## src/include/hst_pkg.sv

```systemverilog
// Overview of operation
// Response length terms come from network configuration, identical at every node.
// Unknown dwell length adds worst-case hop-every-slot security delays.
// Configured long-dwell value decides long-dwell availability and acknowledgment method.
// Data transmission starts on the first hop dwell after the guaranteed long dwell.
// Final received bit arrival time references both hold and timeout timers.
// Physical layer timestamps the final bit of each multi-dwell reception.
// Transmit start aligns to hops using hop detection and hop prediction.
// Multi-dwell hold delay inflates per-response term, fixed Type 3 frame, worst hop rate.
// Timeout sync point is the final frame flag ending the reception.
// Hops are detected by monitoring the radio hop synchronization output.
// Without hop timing information every time slot counts as a hop boundary.
// Timestamp comes from a free-running counter, held until timers load it.
package hst_pkg;
  localparam int CLOCK_HZ = 10000000;
  localparam int CNT_W    = 24;
  localparam int CFG_W    = 8;
  // Times in microseconds
  localparam int SLOT_US          = 1000;
  localparam int RHD_BASE_US      = 20000;
  localparam int S_SINGLE_US      = 50000;
  localparam int S_MULTI_US       = 150000;
  localparam int TDC_EXTRA_US     = 30000;
  localparam int TRANSMISSION_SECURITY_US       = 40000;
  localparam int TP_BASE_US       = 100000;
  localparam int MISS_MARGIN_US   = 100;
  localparam int SLOT_CYC        = SLOT_US * (CLOCK_HZ / 1000000);
  localparam int RHD_BASE_CYC    = RHD_BASE_US * (CLOCK_HZ / 1000000);
  localparam int S_SINGLE_CYC    = S_SINGLE_US * (CLOCK_HZ / 1000000);
  localparam int S_MULTI_CYC     = S_MULTI_US * (CLOCK_HZ / 1000000);
  localparam int TDC_EXTRA_CYC   = TDC_EXTRA_US * (CLOCK_HZ / 1000000);
  localparam int TRANSMISSION_SECURITY_CYC     = TRANSMISSION_SECURITY_US * (CLOCK_HZ / 1000000);
  localparam int TP_BASE_CYC     = TP_BASE_US * (CLOCK_HZ / 1000000);
  localparam int MISS_MARGIN_CYC = MISS_MARGIN_US * (CLOCK_HZ / 1000000);
  localparam logic [CNT_W-1:0] CNT_ZERO = 24'h000000;
  localparam logic [CNT_W-1:0] CNT_ONE  = 24'h000001;
  localparam logic [CFG_W-1:0] CFG_ZERO = 8'h00;
  localparam logic [CFG_W-1:0] CFG_ONE  = 8'h01;
  typedef enum logic [3:0] {
    HST_IDLE = 4'b0001,
    HST_SYNC = 4'b0010,
    HST_LONG = 4'b0100,
    HST_SEND = 4'b1000
  } hst_tx_state_t;
endpackage

```

## src/include/hst_hop_if.sv

```systemverilog
`timescale 1ns/100ps
interface hst_hop_if;
  logic                      boundary;
  logic                      hop_seen;
  logic                      dwell_known;
  logic [hst_pkg::CNT_W-1:0] dwell_cycles;
  modport tracker (output boundary, output hop_seen, output dwell_known, output dwell_cycles);
  modport timing  (input boundary, input hop_seen, input dwell_known, input dwell_cycles);
endinterface

```

## src/design/hst_hop_tracker.sv

```systemverilog
`timescale 1ns/100ps
module hst_hop_tracker
  import hst_pkg::*;
#(
  parameter int SLOT_CYCLES = SLOT_CYC
)(
  input  wire logic  clock,
  input  wire logic  reset,
  input  wire logic  hop_sync,
  input  wire logic  hop_detect_enable,
  hst_hop_if.tracker hop
);
  logic [2:0]       sync_q;
  logic             level_q;
  logic             rise;
  logic [CNT_W-1:0] since_hop_q;
  logic [CNT_W-1:0] period_q;
  logic             period_ok_q;
  logic [CNT_W-1:0] slot_q;
  logic             predicted;
  logic             slot_edge;
  logic [CNT_W-1:0] quiet_q;

  always_ff @(posedge clock or posedge reset)
  begin
    if (reset)
      sync_q <= 3'h0;
    else
      sync_q <= {sync_q[1:0], hop_sync};
  end

  // Hop sync monitor
  always_ff @(posedge clock or posedge reset)
  begin
    if (reset)
      level_q <= 1'b0;
    else if (sync_q[1] == sync_q[2])
      level_q <= sync_q[2];
  end
  assign rise = (sync_q[1] == sync_q[2]) && sync_q[2] && !level_q;

  // Prediction fills a missed hop
  assign predicted = period_ok_q && (since_hop_q == period_q);

  always_ff @(posedge clock or posedge reset)
  begin
    if (reset)
    begin
      since_hop_q <= CNT_ZERO;
      period_q    <= CNT_ZERO;
      period_ok_q <= 1'b0;
    end
    else if (!hop_detect_enable)
    begin
      since_hop_q <= CNT_ZERO;
      period_ok_q <= 1'b0;
    end
    else if (rise)
    begin
      since_hop_q <= CNT_ONE;
      period_q    <= since_hop_q;
      period_ok_q <= since_hop_q != CNT_ZERO;
    end
    // Give up prediction once real hops stop; predictions alone never renew it
    else if (quiet_q == CNT_W'(SLOT_CYCLES) * 24'h000008)
    begin
      since_hop_q <= CNT_ZERO;
      period_ok_q <= 1'b0;
    end
    else if (predicted)
      since_hop_q <= CNT_ONE;
    else
      since_hop_q <= since_hop_q + CNT_ONE;
  end

  always_ff @(posedge clock or posedge reset)
  begin
    if (reset)
      quiet_q <= CNT_ZERO;
    else if (!hop_detect_enable || rise)
      quiet_q <= CNT_ZERO;
    else if (quiet_q != CNT_W'(SLOT_CYCLES) * 24'h000008)
      quiet_q <= quiet_q + CNT_ONE;
  end

  always_ff @(posedge clock or posedge reset)
  begin
    if (reset)
      slot_q <= CNT_ZERO;
    else if (slot_edge)
      slot_q <= CNT_ZERO;
    else
      slot_q <= slot_q + CNT_ONE;
  end
  assign slot_edge = slot_q == CNT_W'(SLOT_CYCLES - 1);

  // Every slot a boundary without hop info
  assign hop.boundary     = period_ok_q ? (rise || predicted) : (rise || slot_edge);
  assign hop.hop_seen     = rise;
  assign hop.dwell_known  = period_ok_q;
  assign hop.dwell_cycles = period_q;
endmodule

```

## src/design/hst_timing.sv

```systemverilog
`timescale 1ns/100ps
module hst_timing
  import hst_pkg::*;
#(
  parameter int SLOT_CYCLES     = SLOT_CYC,
  parameter int RHD_BASE_CYCLES = RHD_BASE_CYC,
  parameter int S_SINGLE_CYCLES = S_SINGLE_CYC,
  parameter int S_MULTI_CYCLES  = S_MULTI_CYC,
  parameter int TDC_CYCLES      = TDC_EXTRA_CYC,
  parameter int TRANSMISSION_SECURITY_CYCLES  = TRANSMISSION_SECURITY_CYC,
  parameter int TP_BASE_CYCLES  = TP_BASE_CYC
)(
  input  wire logic                  clock,
  input  wire logic                  reset,
  input  wire logic                  hop_sync,
  input  wire logic                  hop_detect_enable,
  input  wire logic [hst_pkg::CFG_W-1:0] long_dwell_config_value,
  input  wire logic                  fec_enable,
  input  wire logic                  time_dispersive_coding,
  input  wire logic                  tx_request,
  input  wire logic                  tx_done,
  input  wire logic                  rx_multi_dwell,
  input  wire logic                  rx_end_flag,
  output logic                       tx_start,
  output logic                       tx_active,
  output logic                       ack_multi_dwell,
  output logic                       hop_boundary,
  output logic [hst_pkg::CNT_W-1:0]  last_bit_time,
  output logic                       last_bit_valid,
  output logic                       rhd_running,
  output logic                       rhd_expired,
  output logic                       timeout_running,
  output logic                       timeout_expired
);
  hst_hop_if hop ();

  hst_hop_tracker #(
    .SLOT_CYCLES (SLOT_CYCLES)
  ) u_tracker (
    .clock             (clock),
    .reset             (reset),
    .hop_sync          (hop_sync),
    .hop_detect_enable (hop_detect_enable),
    .hop               (hop)
  );

  hst_tx_state_t    state_q;
  logic [CFG_W-1:0] long_left_q;
  logic             long_avail;
  logic [CNT_W-1:0] now_q;
  logic [CNT_W-1:0] stamp_q;
  logic             stamp_pend_q;
  logic [CNT_W-1:0] s_term;
  logic [CNT_W-1:0] rhd_total;
  logic [CNT_W-1:0] tp_total;
  logic [CNT_W-1:0] elapsed;
  logic [CNT_W-1:0] rhd_q;
  logic [CNT_W-1:0] tp_q;
  logic             rhd_exp_q;
  logic             tp_exp_q;
  logic             start_q;

  assign hop_boundary = hop.boundary;

  // Long dwell from configured value
  assign long_avail      = long_dwell_config_value != CFG_ZERO;
  assign ack_multi_dwell = !long_avail;

  // Start only on hop boundary
  // Skip past guaranteed long dwell
  always_ff @(posedge clock or posedge reset)
  begin
    if (reset)
    begin
      state_q     <= HST_IDLE;
      long_left_q <= CFG_ZERO;
    end
    else
    begin
      unique case (state_q)
        HST_IDLE:
        begin
          if (tx_request)
            state_q <= HST_SYNC;
        end
        HST_SYNC:
        begin
          if (hop.boundary)
          begin
            long_left_q <= long_dwell_config_value;
            state_q     <= long_avail ? HST_LONG : HST_SEND;
          end
        end
        HST_LONG:
        begin
          // Bit sync time is loose, so the long dwell carries no data
          if (hop.boundary)
          begin
            long_left_q <= long_left_q - CFG_ONE;
            if (long_left_q == CFG_ONE)
              state_q <= HST_SEND;
          end
        end
        HST_SEND:
        begin
          if (tx_done)
            state_q <= HST_IDLE;
        end
      endcase
    end
  end

  always_ff @(posedge clock or posedge reset)
  begin
    if (reset)
      start_q <= 1'b0;
    else
      start_q <= (state_q != HST_SEND) && (state_q != HST_IDLE) && hop.boundary
                 && ((state_q == HST_SYNC && !long_avail)
                 || (state_q == HST_LONG && long_left_q == CFG_ONE));
  end
  assign tx_start  = start_q;
  assign tx_active = state_q == HST_SEND;

  // Free-running timestamp counter
  always_ff @(posedge clock or posedge reset)
  begin
    if (reset)
      now_q <= CNT_ZERO;
    else
      now_q <= now_q + CNT_ONE;
  end

  // A flag in the load cycle is dropped, so flags need two cycles apart
  // Stamp final multi-dwell bit
  // Sync point is final frame flag
  always_ff @(posedge clock or posedge reset)
  begin
    if (reset)
    begin
      stamp_q      <= CNT_ZERO;
      stamp_pend_q <= 1'b0;
      last_bit_valid <= 1'b0;
    end
    else if (rx_end_flag && !stamp_pend_q)
    begin
      stamp_q        <= now_q;
      stamp_pend_q   <= 1'b1;
      last_bit_valid <= rx_multi_dwell;
    end
    else
      // Held until timers load
      stamp_pend_q <= 1'b0;
  end
  assign last_bit_time = stamp_q;

  // Inflated per-response term
  // Network-wide length terms
  always_comb
  begin
    s_term = ack_multi_dwell ? CNT_W'(S_MULTI_CYCLES) : CNT_W'(S_SINGLE_CYCLES);
    if (fec_enable)
      s_term = {s_term[CNT_W-2:0], 1'b0};
    if (time_dispersive_coding)
      s_term = s_term + CNT_W'(TDC_CYCLES);
  end

  // Worst-case hop delay if dwell unknown
  assign rhd_total = CNT_W'(RHD_BASE_CYCLES) + s_term
                   + (hop.dwell_known ? CNT_ZERO : CNT_W'(TRANSMISSION_SECURITY_CYCLES));
  assign tp_total  = CNT_W'(TP_BASE_CYCLES) + rhd_total;

  // Loading costs one cycle, so the elapsed count is taken off
  // Both timers from last-bit time
  assign elapsed = now_q - stamp_q;

  always_ff @(posedge clock or posedge reset)
  begin
    if (reset)
    begin
      rhd_q     <= CNT_ZERO;
      rhd_exp_q <= 1'b0;
    end
    else if (stamp_pend_q)
    begin
      rhd_q     <= rhd_total - elapsed;
      rhd_exp_q <= 1'b0;
    end
    else
    begin
      rhd_exp_q <= rhd_q == CNT_ONE;
      if (rhd_q != CNT_ZERO)
        rhd_q <= rhd_q - CNT_ONE;
    end
  end

  always_ff @(posedge clock or posedge reset)
  begin
    if (reset)
    begin
      tp_q     <= CNT_ZERO;
      tp_exp_q <= 1'b0;
    end
    else if (stamp_pend_q)
    begin
      tp_q     <= tp_total - elapsed;
      tp_exp_q <= 1'b0;
    end
    else
    begin
      tp_exp_q <= tp_q == CNT_ONE;
      if (tp_q != CNT_ZERO)
        tp_q <= tp_q - CNT_ONE;
    end
  end

  assign rhd_running     = rhd_q != CNT_ZERO;
  assign rhd_expired     = rhd_exp_q;
  assign timeout_running = tp_q != CNT_ZERO;
  assign timeout_expired = tp_exp_q;
endmodule

```

## config.mk

```make
export PLATFORM = sky130hd
export DESIGN_NAME = hst_timing
export DESIGN_NICKNAME = d
export VERILOG_FILES = /design/src/include/hst_pkg.sv /design/src/include/hst_hop_if.sv /design/src/design/hst_hop_tracker.sv /design/src/design/hst_timing.sv
export SDC_FILE = /design/constraint.sdc
export NUM_CORES = 1
export LEC_CHECK = 0
export BUFFER_PORTS_ARGS = -buffer_cell sky130_fd_sc_hd__clkbuf_2
export CAP_MARGIN = 20
export CORE_UTILIZATION = 30
export CTS_BUF_LIST = sky130_fd_sc_hd__clkbuf_16
export DETAILED_ROUTE_END_ITERATION = 8
export PLACE_DENSITY_LB_ADDON = 0.15
export SYNTH_ARGS = -nofsm -noshare
export SYNTH_HDL_FRONTEND = slang
export SYNTH_SLANG_ARGS = --single-unit
```

## constraint.sdc

```tcl
create_clock -name clock -period 7.8 [get_ports clock]
set_input_delay 1.56 -clock clock [delete_from_list [all_inputs] [get_ports clock]]
set_output_delay 1.56 -clock clock [all_outputs]
set_load 0.01 [all_outputs]
```

== After elaboration in Yosys (flattened, before gate mapping) ==
Cells that the tools add are included.
Word-level totals
  register bits after elaboration: 214
  output and inout port bits: 33
Cells by class
  $add $sub $neg: 14
  eq/ne operators: 20
  muxes and demuxes: 32
  reductions and logical operators: 28
Operators by type and width (number)
  24-bit two-way mux: 12
  24-bit by 1-bit adder with 24-bit output (second input constant): 4
  24-bit nonzero test: 3
  24-bit subtractor: 3
  24-bit by 1-bit equality test with 1-bit output (second input constant): 2
  24-bit by 1-bit subtractor with 24-bit output (second input constant): 2
  18-bit by 24-bit adder with 24-bit output (first input constant): 1
  20-bit by 24-bit adder with 24-bit output (first input constant): 1
  24-bit by 19-bit adder with 24-bit output: 1
  24-bit by 19-bit adder with 24-bit output (second input constant): 1
  24-bit by 14-bit equality test with 1-bit output (second input constant): 1
  24-bit by 17-bit equality test with 1-bit output (second input constant): 1
  24-bit equality test: 1
  4-bit two-way mux: 6
  24-bit by 17-bit != test with 1-bit output (second input constant): 1
  22-bit two-way mux: 1
  21-bit two-way mux: 1
  19-bit two-way mux: 1
  8-bit two-way mux: 2
  4-bit case mux with 4 select lines: 1
  8-bit case mux with 2 select lines: 1
  1-bit logical AND: 9
  8-bit by 1-bit equality test with 1-bit output (second input constant): 1
  2-bit != test (second input constant): 4
  other kinds (18): 33

== Longest topological paths before layout ==
Gate-level depths: netlist of the first run.
  depth after elaboration: 10
  mapped depth: 26
  gate-level depth less buffers: 26

== Cells and area by module ==
From an unflattened synthesis of the first run, not the netlist that was laid out.
Second synthesis, totals
  cell total of the unflattened synthesis: 1584
  area total of the unflattened synthesis: 14371.3 µm²
By module, submodules not included
  hst_timing: instances 1, cells an instance 1119, area an instance 9474.1 µm², sequential area each 2829.0 µm²
  hst_hop_tracker: instances 1, cells an instance 465, area an instance 4897.2 µm², sequential area each 2527.4 µm²

== Worst setup path after synthesis of the first run ==
OpenSTA, ideal clock, no wires.
  path type: input to register
  from: input long_dwell_config_value[0] (netlist name)
  to: register tp_q[23]
  data arrival time: 6.617 ns
  data required time: 7.674 ns
  slack: 1.057 ns
  stages: 24
  buffers on the path: 0
  cell sequence: nor4_1 nand2_1 inv_1 ha_1 ha_1 ha_1 inv_1 fa_1 nor2b_1 o21ai_0 a21boi_0 o41ai_1 o21ai_0 or2_2 a21o_1 o21ai_0 xnor2_1 fa_1 nand3b_1 nor2_1 nor2_1 or4b_1 and3_1 a221o_1
On the way
  longest elaborated chain between the ends: 10
Ends and longest elaborated chain
  from (decl): RTL line hst_timing.sv:17  | input wire logic [hst_pkg::CFG_W-1:0] long_dwell_config_value,
  8-bit nonzero test (*): RTL line hst_timing.sv:66  | assign long_avail = long_dwell_config_value != CFG_ZERO;
  21-bit two-way mux (*): RTL line hst_timing.sv:161  | s_term = ack_multi_dwell ? CNT_W'(S_MULTI_CYCLES) : CNT_W'(S_SINGLE_CYCLES);
  22-bit two-way mux (*): RTL line hst_timing.sv:162  | if (fec_enable)
  24-bit by 19-bit adder with 24-bit output: RTL line hst_timing.sv:165  | s_term = s_term + CNT_W'(TDC_CYCLES);
  24-bit two-way mux (*): RTL line hst_timing.sv:164  | if (time_dispersive_coding)
  18-bit by 24-bit adder with 24-bit output (*): RTL line hst_timing.sv:169  | assign rhd_total = CNT_W'(RHD_BASE_CYCLES) + s_term
  24-bit by 19-bit adder with 24-bit output (*): RTL line hst_timing.sv:170  | + (hop.dwell_known ? CNT_ZERO : CNT_W'(TRANSMISSION_SECURITY_CYCLES));
  20-bit by 24-bit adder with 24-bit output (*): RTL line hst_timing.sv:171  | assign tp_total = CNT_W'(TP_BASE_CYCLES) + rhd_total;
  24-bit subtractor (*): RTL line hst_timing.sv:206  | tp_q <= tp_total - elapsed;
  24-bit two-way mux (*): RTL line hst_timing.sv:204  | else if (stamp_pend_q)
  to (signal assigned): RTL line hst_timing.sv:206
  to (signal assigned): RTL line hst_timing.sv:213  | tp_q <= tp_q - CNT_ONE;
  to (decl): RTL line hst_timing.sv:58  | logic [CNT_W-1:0] tp_q;
Every way passes the cells marked *; elsewhere a longest branch is shown, timed or not.
A chain may end at the register's enable or synchronous reset.

== Worst setup path in the final report of the first run ==
  from: input long_dwell_config_value[4] (netlist name)
  to: register tp_q[23]
Same word-level chain as after synthesis.

==> results of run 1 <==
## worst max-delay path by stage
stage                                     from                      endpoint  slack (ps)  cells past startpoint
floorplan                                reset  last_bit_time[0]$_DFFE_PP0P_         390                      1
global placement    long_dwell_config_value[4]          tp_q[23]$_DFFE_PP0P_         400                     26
detailed placement  long_dwell_config_value[4]          tp_q[23]$_DFFE_PP0P_         260                     26
CTS                 long_dwell_config_value[4]          tp_q[23]$_DFFE_PP0P_         870                     26
global route        long_dwell_config_value[4]          tp_q[21]$_DFFE_PP0P_         480                     25
finish              long_dwell_config_value[4]          tp_q[23]$_DFFE_PP0P_         910                     26
## worst register-to-register path, delay by kind of cell, from the launching register on
family | cells | cell delay, ps
AOI/OAI and AO/OA | 7 | 2000
adders and majority gates | 4 | 1400
and+or+nand+nor | 7 | 1330
DFF | 1 | 450
xor gates and xnor gates | 1 | 310
buffers and inverters | 3 | 230
## per-stage QoR
step / instances / hold slack [ps] / total power, uW / area (sq um) / setup WS (ps)
global route: 2281 / 363 / 4420 / 16300 / 478
finish: 2281 / 348 / 4120 / 16300 / 913
floorplan: 1596 / 331 / 2460 / 14500 / 391
global placement: 2231 / 336 / 2850 / 15400 / 397
CTS: 2280 / 351 / 4190 / 16300 / 873
detailed placement: 2231 / 338 / 2850 / 15400 / 258
## layout make-up
cell class                 instances  area (sq um)
fill                            4993         31300
multi-input combinational       1222          8480
sequential                       214          5360
tap                              615           769
clock buffer                      27           676
inverter                         118           450
timing repair buffer              63           368
clock inverter                    22           226
## cells in the mapped netlist (12+ instances only)
| cell type | count | area (sq um) |
|---|---|---|
| ha_1 | 105 | 1310 |
| nand2_1 | 126 | 473 |
| nor4_1 | 27 | 169 |
| o21ai_0 | 108 | 541 |
| nor3_1 | 47 | 235 |
| fa_1 | 12 | 240 |
| a21o_1 | 18 | 135 |
| or3_1 | 16 | 100 |
| nand3_1 | 67 | 335 |
| mux2_2 | 29 | 327 |
| nand4_1 | 24 | 150 |
| clkbuf_1 | 37 | 139 |
| nor2b_1 | 12 | 75.1 |
| nor2_1 | 145 | 544 |
| inv_1 | 117 | 439 |
| xor2_1 | 97 | 850 |
| xnor2_1 | 115 | 1010 |
| a21oi_1 | 64 | 320 |
| and3_1 | 32 | 200 |
| and2_1 | 14 | 87.6 |
| nand2b_1 | 14 | 87.6 |
| dfrtp_1 | 213 | 5330 |
| o21bai_1 | 15 | 113 |
## metal layers
| layer | global-route usage (%) | vias up |
|---|---|---|
| met5 | 0 | - |
| li1 | - | 5650 |
| met1 | 20.3 | 5400 |
| met2 | 23.9 | 139 |
| met4 | 4.41 | 2 |
| met3 | 2.20 | 57 |
## cells by family (layout without fill, tap and decap cells)
group	Yosys count	after routing
flip-flops	214	214
AND/OR/NAND/NOR	574	574
multiplexers	32	32
adder cells (fa/ha/maj)	117	117
AO/OA/AOI/OAI	287	287
XOR/XNOR	212	212
buffers and inverters	160	230
## state kept, by name, indices dropped and copies added, names as in the netlist, 24 cells and up
register and flops:
u_tracker.since_hop_q 24, tp_q 24, u_tracker.quiet_q 24, rhd_q 24, u_tracker.hop.dwell_cycles 24, now_q 24, last_bit_time 24, u_tracker.slot_q 24
## layout by cell type (no fill, tap or decap), types with 6 or more instances in the layout
cell type  synthesis  final
ha_1             105    105
clkbuf_16          0     27
nor2b_1           12     11
a21oi_1           64     64
and2_1            14     14
nand2_1          126    126
nor3_1            47     47
nor2_1           145    145
inv_1            117    121
o211ai_1           6      6
and3_1            32     32
and4_1             6      6
a21o_1            18     18
o31ai_1            9      9
nor4_1            27     27
buf_4              0     12
nand3_1           67     67
o21ai_0          108    108
xor2_1            97     97
nand2b_1          14     14
o21bai_1          15     15
a31oi_1           10     10
or2_2             10     10
nor4b_1            6      6
fa_1              12     12
mux2_2            29     29
nand4_1           24     24
or3_1             16     16
xnor2_1          115    115
or4_1              7      7
nand3b_1           8      8
clkbuf_2           0     50
dfrtp_1          213    213
## power groups by stage
stage               clock network [uW]  logic [uW]  registers [uW]
floorplan                            0        1060            1400
global placement                     0        1420            1440
detailed placement                   0        1420            1440
CTS                               1340        1430            1420
global route                      1380        1590            1450
finish                            1290        1410            1420
==> results.txt, run 1 <==
Outcome: finished, final reports clean
Crit-path max cell delay: 550 ps
# rows: 80
Flops & latches, synth: 214
Worst Skew: 8.72 ps
Initial antenna violation count: 1
R2R cell count: 22
WP buf/inv: 4
Simple-gate share of the synthesized area: 19.9%
Flop2flop setup slack: 1980 ps
Shortest period the worst path allows: 6890 ps
Ant. Diodes: 0
WP data required: 8250 ps
Tcrit/Tclk final: 88.3%
# clock sinks: 214
Hold path depth: 0
Static leakage: 0.00742 uW
Fmax: 145 MHz
Tot GR Track Use: 14.8%
Net Switching: 1510 uW
Hold_buf cts: 0
Slowest stage cell on the critical path: fa_1
Vias per inst: 4.93
FFs w/ async S/R, synth: 100%
YS warnings: 0
Root buffer cell: clkbuf_16
Layout cells sized above 1: 9.90%
Yosys cell types: 79
Slew Limit Fails: 0
First-pass GRT wire length: 59500 um
Htree depth: 1
Critical path launch point type: input port
R2r startpoint: now_q[0]$_DFF_PP0_
Met2 wire len: 16000 um
Critical path type: input port to flip-flop
Sw Ratio: 36.7%
CTS buffer count: 27
Internal power consumption: 2610 uW
Min-delay src: u_tracker.sync_q[0]$_DFF_PP0_
Critical path's top delay family: simple AND/OR/NAND/NOR gates
Worst Hold End: u_tracker.sync_q[1]$_DFF_PP0_
RR Endpoint: tp_q[23]$_DFFE_PP0P_
Logic pwr share: 34.2%
RSZ-0062 raised after global routing: no
Final HPWL from detailed placement: 26100 um
TritonRoute pass-1 iters: 5
PwrDens: 252 nW/um^2
Mapped Area: 14500 sq um
Initial core utilization: 30.3%
Die W: 222 um
PortBufs: 50
GR Overflow Total: 0
DR vias: 11248
Mapped Cells: 1596
Routed Antenna Nets: 0
Final core utilization: 34.3%
Maxcap violations: 0
Synth Area in XOR/XNOR: 12.8%
Met1 wire length: 17400 um
Largest family of logic cells by synthesized area: simple AND/OR/NAND/NOR gates
Compound-Gate Fraction of Synth Area: 12.7%
Post_cts resized: 0
CTS tree: yes
Final setup violation count: 0
Sequential cell fraction of total power: 34.5%
Die Span Y: 222 um
CP endpoint kind: flip-flop
RePlAce Congestion: 0.823
Worst Hold Class: flip-flop to flip-flop
Pin count of the biggest net entering global routing: 76
Post-synthesis mux area share: 2.47%
Overall routed net length: 35600 um
Clk_lat worst skew: 570 ps
CP Max Fanout: 7
Avg Cell Area, Syn: 9.06 sq um
Layout net count: 1781
Max Root-Sink Buffers: 3
Die area: 49100 sq um
Vias in the first global route: 11261
Drt initial violations: 525
Slew @ Worst Pin: 933 ps
Final Hold Fails: 0
Power share of the clock group: 31.3%
Number of synthesized flops with an enable pin: 0
VDD IR-drop max: 0.158 mV
Uppermost layer routed: met5
Top Ports: 51
Met3 wire length: 1160 um
Post-CTS Setup Bufs: 0
Seq/Total Area, Yosys: 37.1%
Net Count, Synth: 1731
Clock transition at path regs: 60 ps
Rel. slew slack: 37.8%
Setup TNS: 0 ps
Core area: 47600 sq um
Drt wl/cell: 15.6 um
Synth Flop Type: dfrtp_1
Adder-cell share of the synthesized area: 10.7%
Area grow syn2layout: 12.9%
Worst Path Arrival: 7340 ps
Post-route DRC: 0
No activity file was read; power rests on OpenSTA's default activity.
==> inputs of run 2 (changes only) <==
- REMOVE_ABC_BUFFERS: not set -> 1
- clock period: 7.8 -> 8.55 ns (I/O delays scaled with it)
==> run 2 against run 1 <==
Net effect: register-to-register slack better by 720 ps; count of clock-buffer cells in the layout unchanged; cell count down 0.13%; highest routed layer is now met4; first-iteration DRC count is 5.5% higher; largest cell class unchanged; non-clock buffer count shrank 3; power decreased by 12%.
==> results.txt, run 2 (synthesis results as in run 1) <==
# clock sinks: 214 (unchanged)
Fmax: 138 MHz
Final core utilization: 34.0% (was 34.3%)
Maxcap violations: 0 (unchanged)
DR vias: 11106 (was 11248)
DP Area: 15400 sq um (about the same)
Vias in the first global route: 11162 (was 11261)
Layout cells sized above 1: 9.80% (was 9.90%)
Rel. slew slack: 37.8% (about the same)
Worst Skew: 19.8 ps (was 8.72 ps)
WP data required: 8980 ps (was 8250 ps)
PwrDens: 224 nW/um^2 (was 252 nW/um^2)
Max Root-Sink Buffers: 3 (unchanged)
Most frequent cells in the layout: 213 x dfrtp_1, 145 x nor2_1, 126 x nand2_1, 122 x inv_1, 115 x xnor2_1 (was 213 x dfrtp_1, 145 x nor2_1, 126 x nand2_1, 121 x inv_1, 115 x xnor2_1)
Post_cts resized: 0 (unchanged)
GR Overflow Total: 0 (unchanged)
Tot GR Track Use: 14.4% (was 14.8%)
CP Max Fanout: 7 (unchanged)
VDD IR-drop max: 0.129 mV (was 0.158 mV)
Met2 Usage GRT: 24.8% (was 23.9%)
Final Hold Fails: 0 (unchanged)
RSZ-0062 raised after global routing: no (unchanged)
Post-CTS Setup Bufs: 0 (unchanged)
Worst Path Arrival: 7650 ps (was 7340 ps)
Post-route DRC: 0 (unchanged)
Final HPWL from detailed placement: 26100 um (about the same)
Initial antenna violation count: 0 (was 1)
Worst Hold Class: flip-flop to flip-flop (unchanged)
Clock transition at path regs: 60 ps (about the same)
RePlAce Congestion: 0.837 (was 0.823)
Root buffer cell: clkbuf_16 (unchanged)
Drt initial violations: 554 (was 525)
Core area: 47600 sq um (unchanged)
Die W: 222 um (unchanged)
Shortest period the worst path allows: 7230 ps
Die area: 49100 sq um (unchanged)
Critical path's top delay family: compound AO/OA/AOI/OAI gates (was simple AND/OR/NAND/NOR gates)
Outcome: finished, final reports clean (unchanged)
WP buf/inv: 3 (was 4)
Die Span Y: 222 um (unchanged)
Drt wl/cell: 15.2 um (was 15.6 um)
Static leakage: 0.00737 uW (was 0.00742 uW)
Post-route cell area: 16200 sq um (was 16300 sq um)
Overall routed net length: 34700 um (was 35600 um)
Crit-path max cell delay: 570 ps (was 550 ps)
GR Util met3: 2.57% (was 2.20%)
CP endpoint kind: flip-flop (unchanged)
CTS buffer count: 27 (unchanged)
GR peak layer: met2 (unchanged)
Vias per inst: 4.88 (was 4.93)
CTS tree: yes (unchanged)
Clk_lat worst skew: 560 ps (was 570 ps)
Slew Limit Fails: 0 (unchanged)
Area grow syn2layout: 12.1% (was 12.9%)
Hold_buf cts: 0 (unchanged)
Layout net count: 1778 (was 1781)
Slew @ Worst Pin: 910 ps (was 933 ps)
Initial core utilization: 30.3% (unchanged)
Tcrit/Tclk final: 84.5%
Setup TNS: 0 ps (unchanged)
Critical path launch point type: input port (unchanged)
Pin count of the biggest net entering global routing: 91 (was 76)
Top Ports: 51 (unchanged)
Ant. Diodes: 0 (unchanged)
Htree depth: 1 (unchanged)
TritonRoute pass-1 iters: 5 (unchanged)
Final setup violation count: 0 (unchanged)
Critical path type: input port to flip-flop (unchanged)
# rows: 80 (unchanged)
Routed Antenna Nets: 0 (unchanged)
Met1 Usage GRT: 18.7% (was 20.3%)
Commonest non-fill, non-tap cell in the layout: dfrtp_1 (unchanged)
Slowest stage cell on the critical path: o41ai_1 (was fa_1)
PortBufs: 50 (unchanged)
First-pass GRT wire length: 58400 um (was 59500 um)
-- run 2: cell types whose count changed in the layout (fill, tap and decap cells not counted) --
cell / previous run / this run
clkinvlp_4: 2 / 1
clkinv_2: 4 / 8
inv_1: 121 / 122
clkinv_1: 5 / 3
clkinv_4: 1 / 2
inv_8: 1 / 2
bufinv_16: 4 / 1
buf_16: 1 / 0
buf_4: 12 / 10
inv_16: 1 / 0
-- run 2: final cells by class --
type,count,area [sq um]
fill,4981,31400
multi-input combinational,1222,8480
sequential,214,5360
tap,615,769
clock buffer,27,676
inverter,118,450
timing repair buffer,60,325
clock inverter,22,145
-- run 2: path summary, 6_finish.rpt --
check                                              start                              to  slack [ps]  cells past startpoint
max in group asynchronous                          reset            tp_q[19]$_DFFE_PP0P_        6000                      3
min                        u_tracker.sync_q[1]$_DFF_PP0_   u_tracker.sync_q[2]$_DFF_PP0_         390                      0
max reg2reg                           now_q[0]$_DFF_PP0_            tp_q[23]$_DFFE_PP0P_        2700                     22
min reg2reg                u_tracker.sync_q[1]$_DFF_PP0_   u_tracker.sync_q[2]$_DFF_PP0_         390                      0
max                           long_dwell_config_value[4]            tp_q[23]$_DFFE_PP0P_        1320                     25
min in group asynchronous                          reset  u_tracker.slot_q[16]$_DFF_PP0_        1240                      2
-- run 2: metal layers --
metal  wire, um  part of all wire [%]  vias to the layer above
li1           -                     -                     5654
met1      16100                    46                     5328
met2      16700                    48                       89
met3       1210                   3.5                       35
met4        656                   1.9                        0
met5          0                     0                        -
-- run 2: stage by stage --
step / power, uW / setup WS [ps] / hold slack (ps) / std cells
finish: 3630 / 1320 / 392 / 2278
global route: 3910 / 858 / 427 / 2278
CTS: 3690 / 1290 / 398 / 2278
detailed placement: 2580 / 701 / 379 / 2229
global placement: 2570 / 843 / 378 / 2229
floorplan: 2240 / 991 / 331 / 1554
-- run 2: power by group --
part | switching, uW | internal [uW]
Clock | 464 | 605
Combinational | 740 | 525
Sequential | 140 | 1150
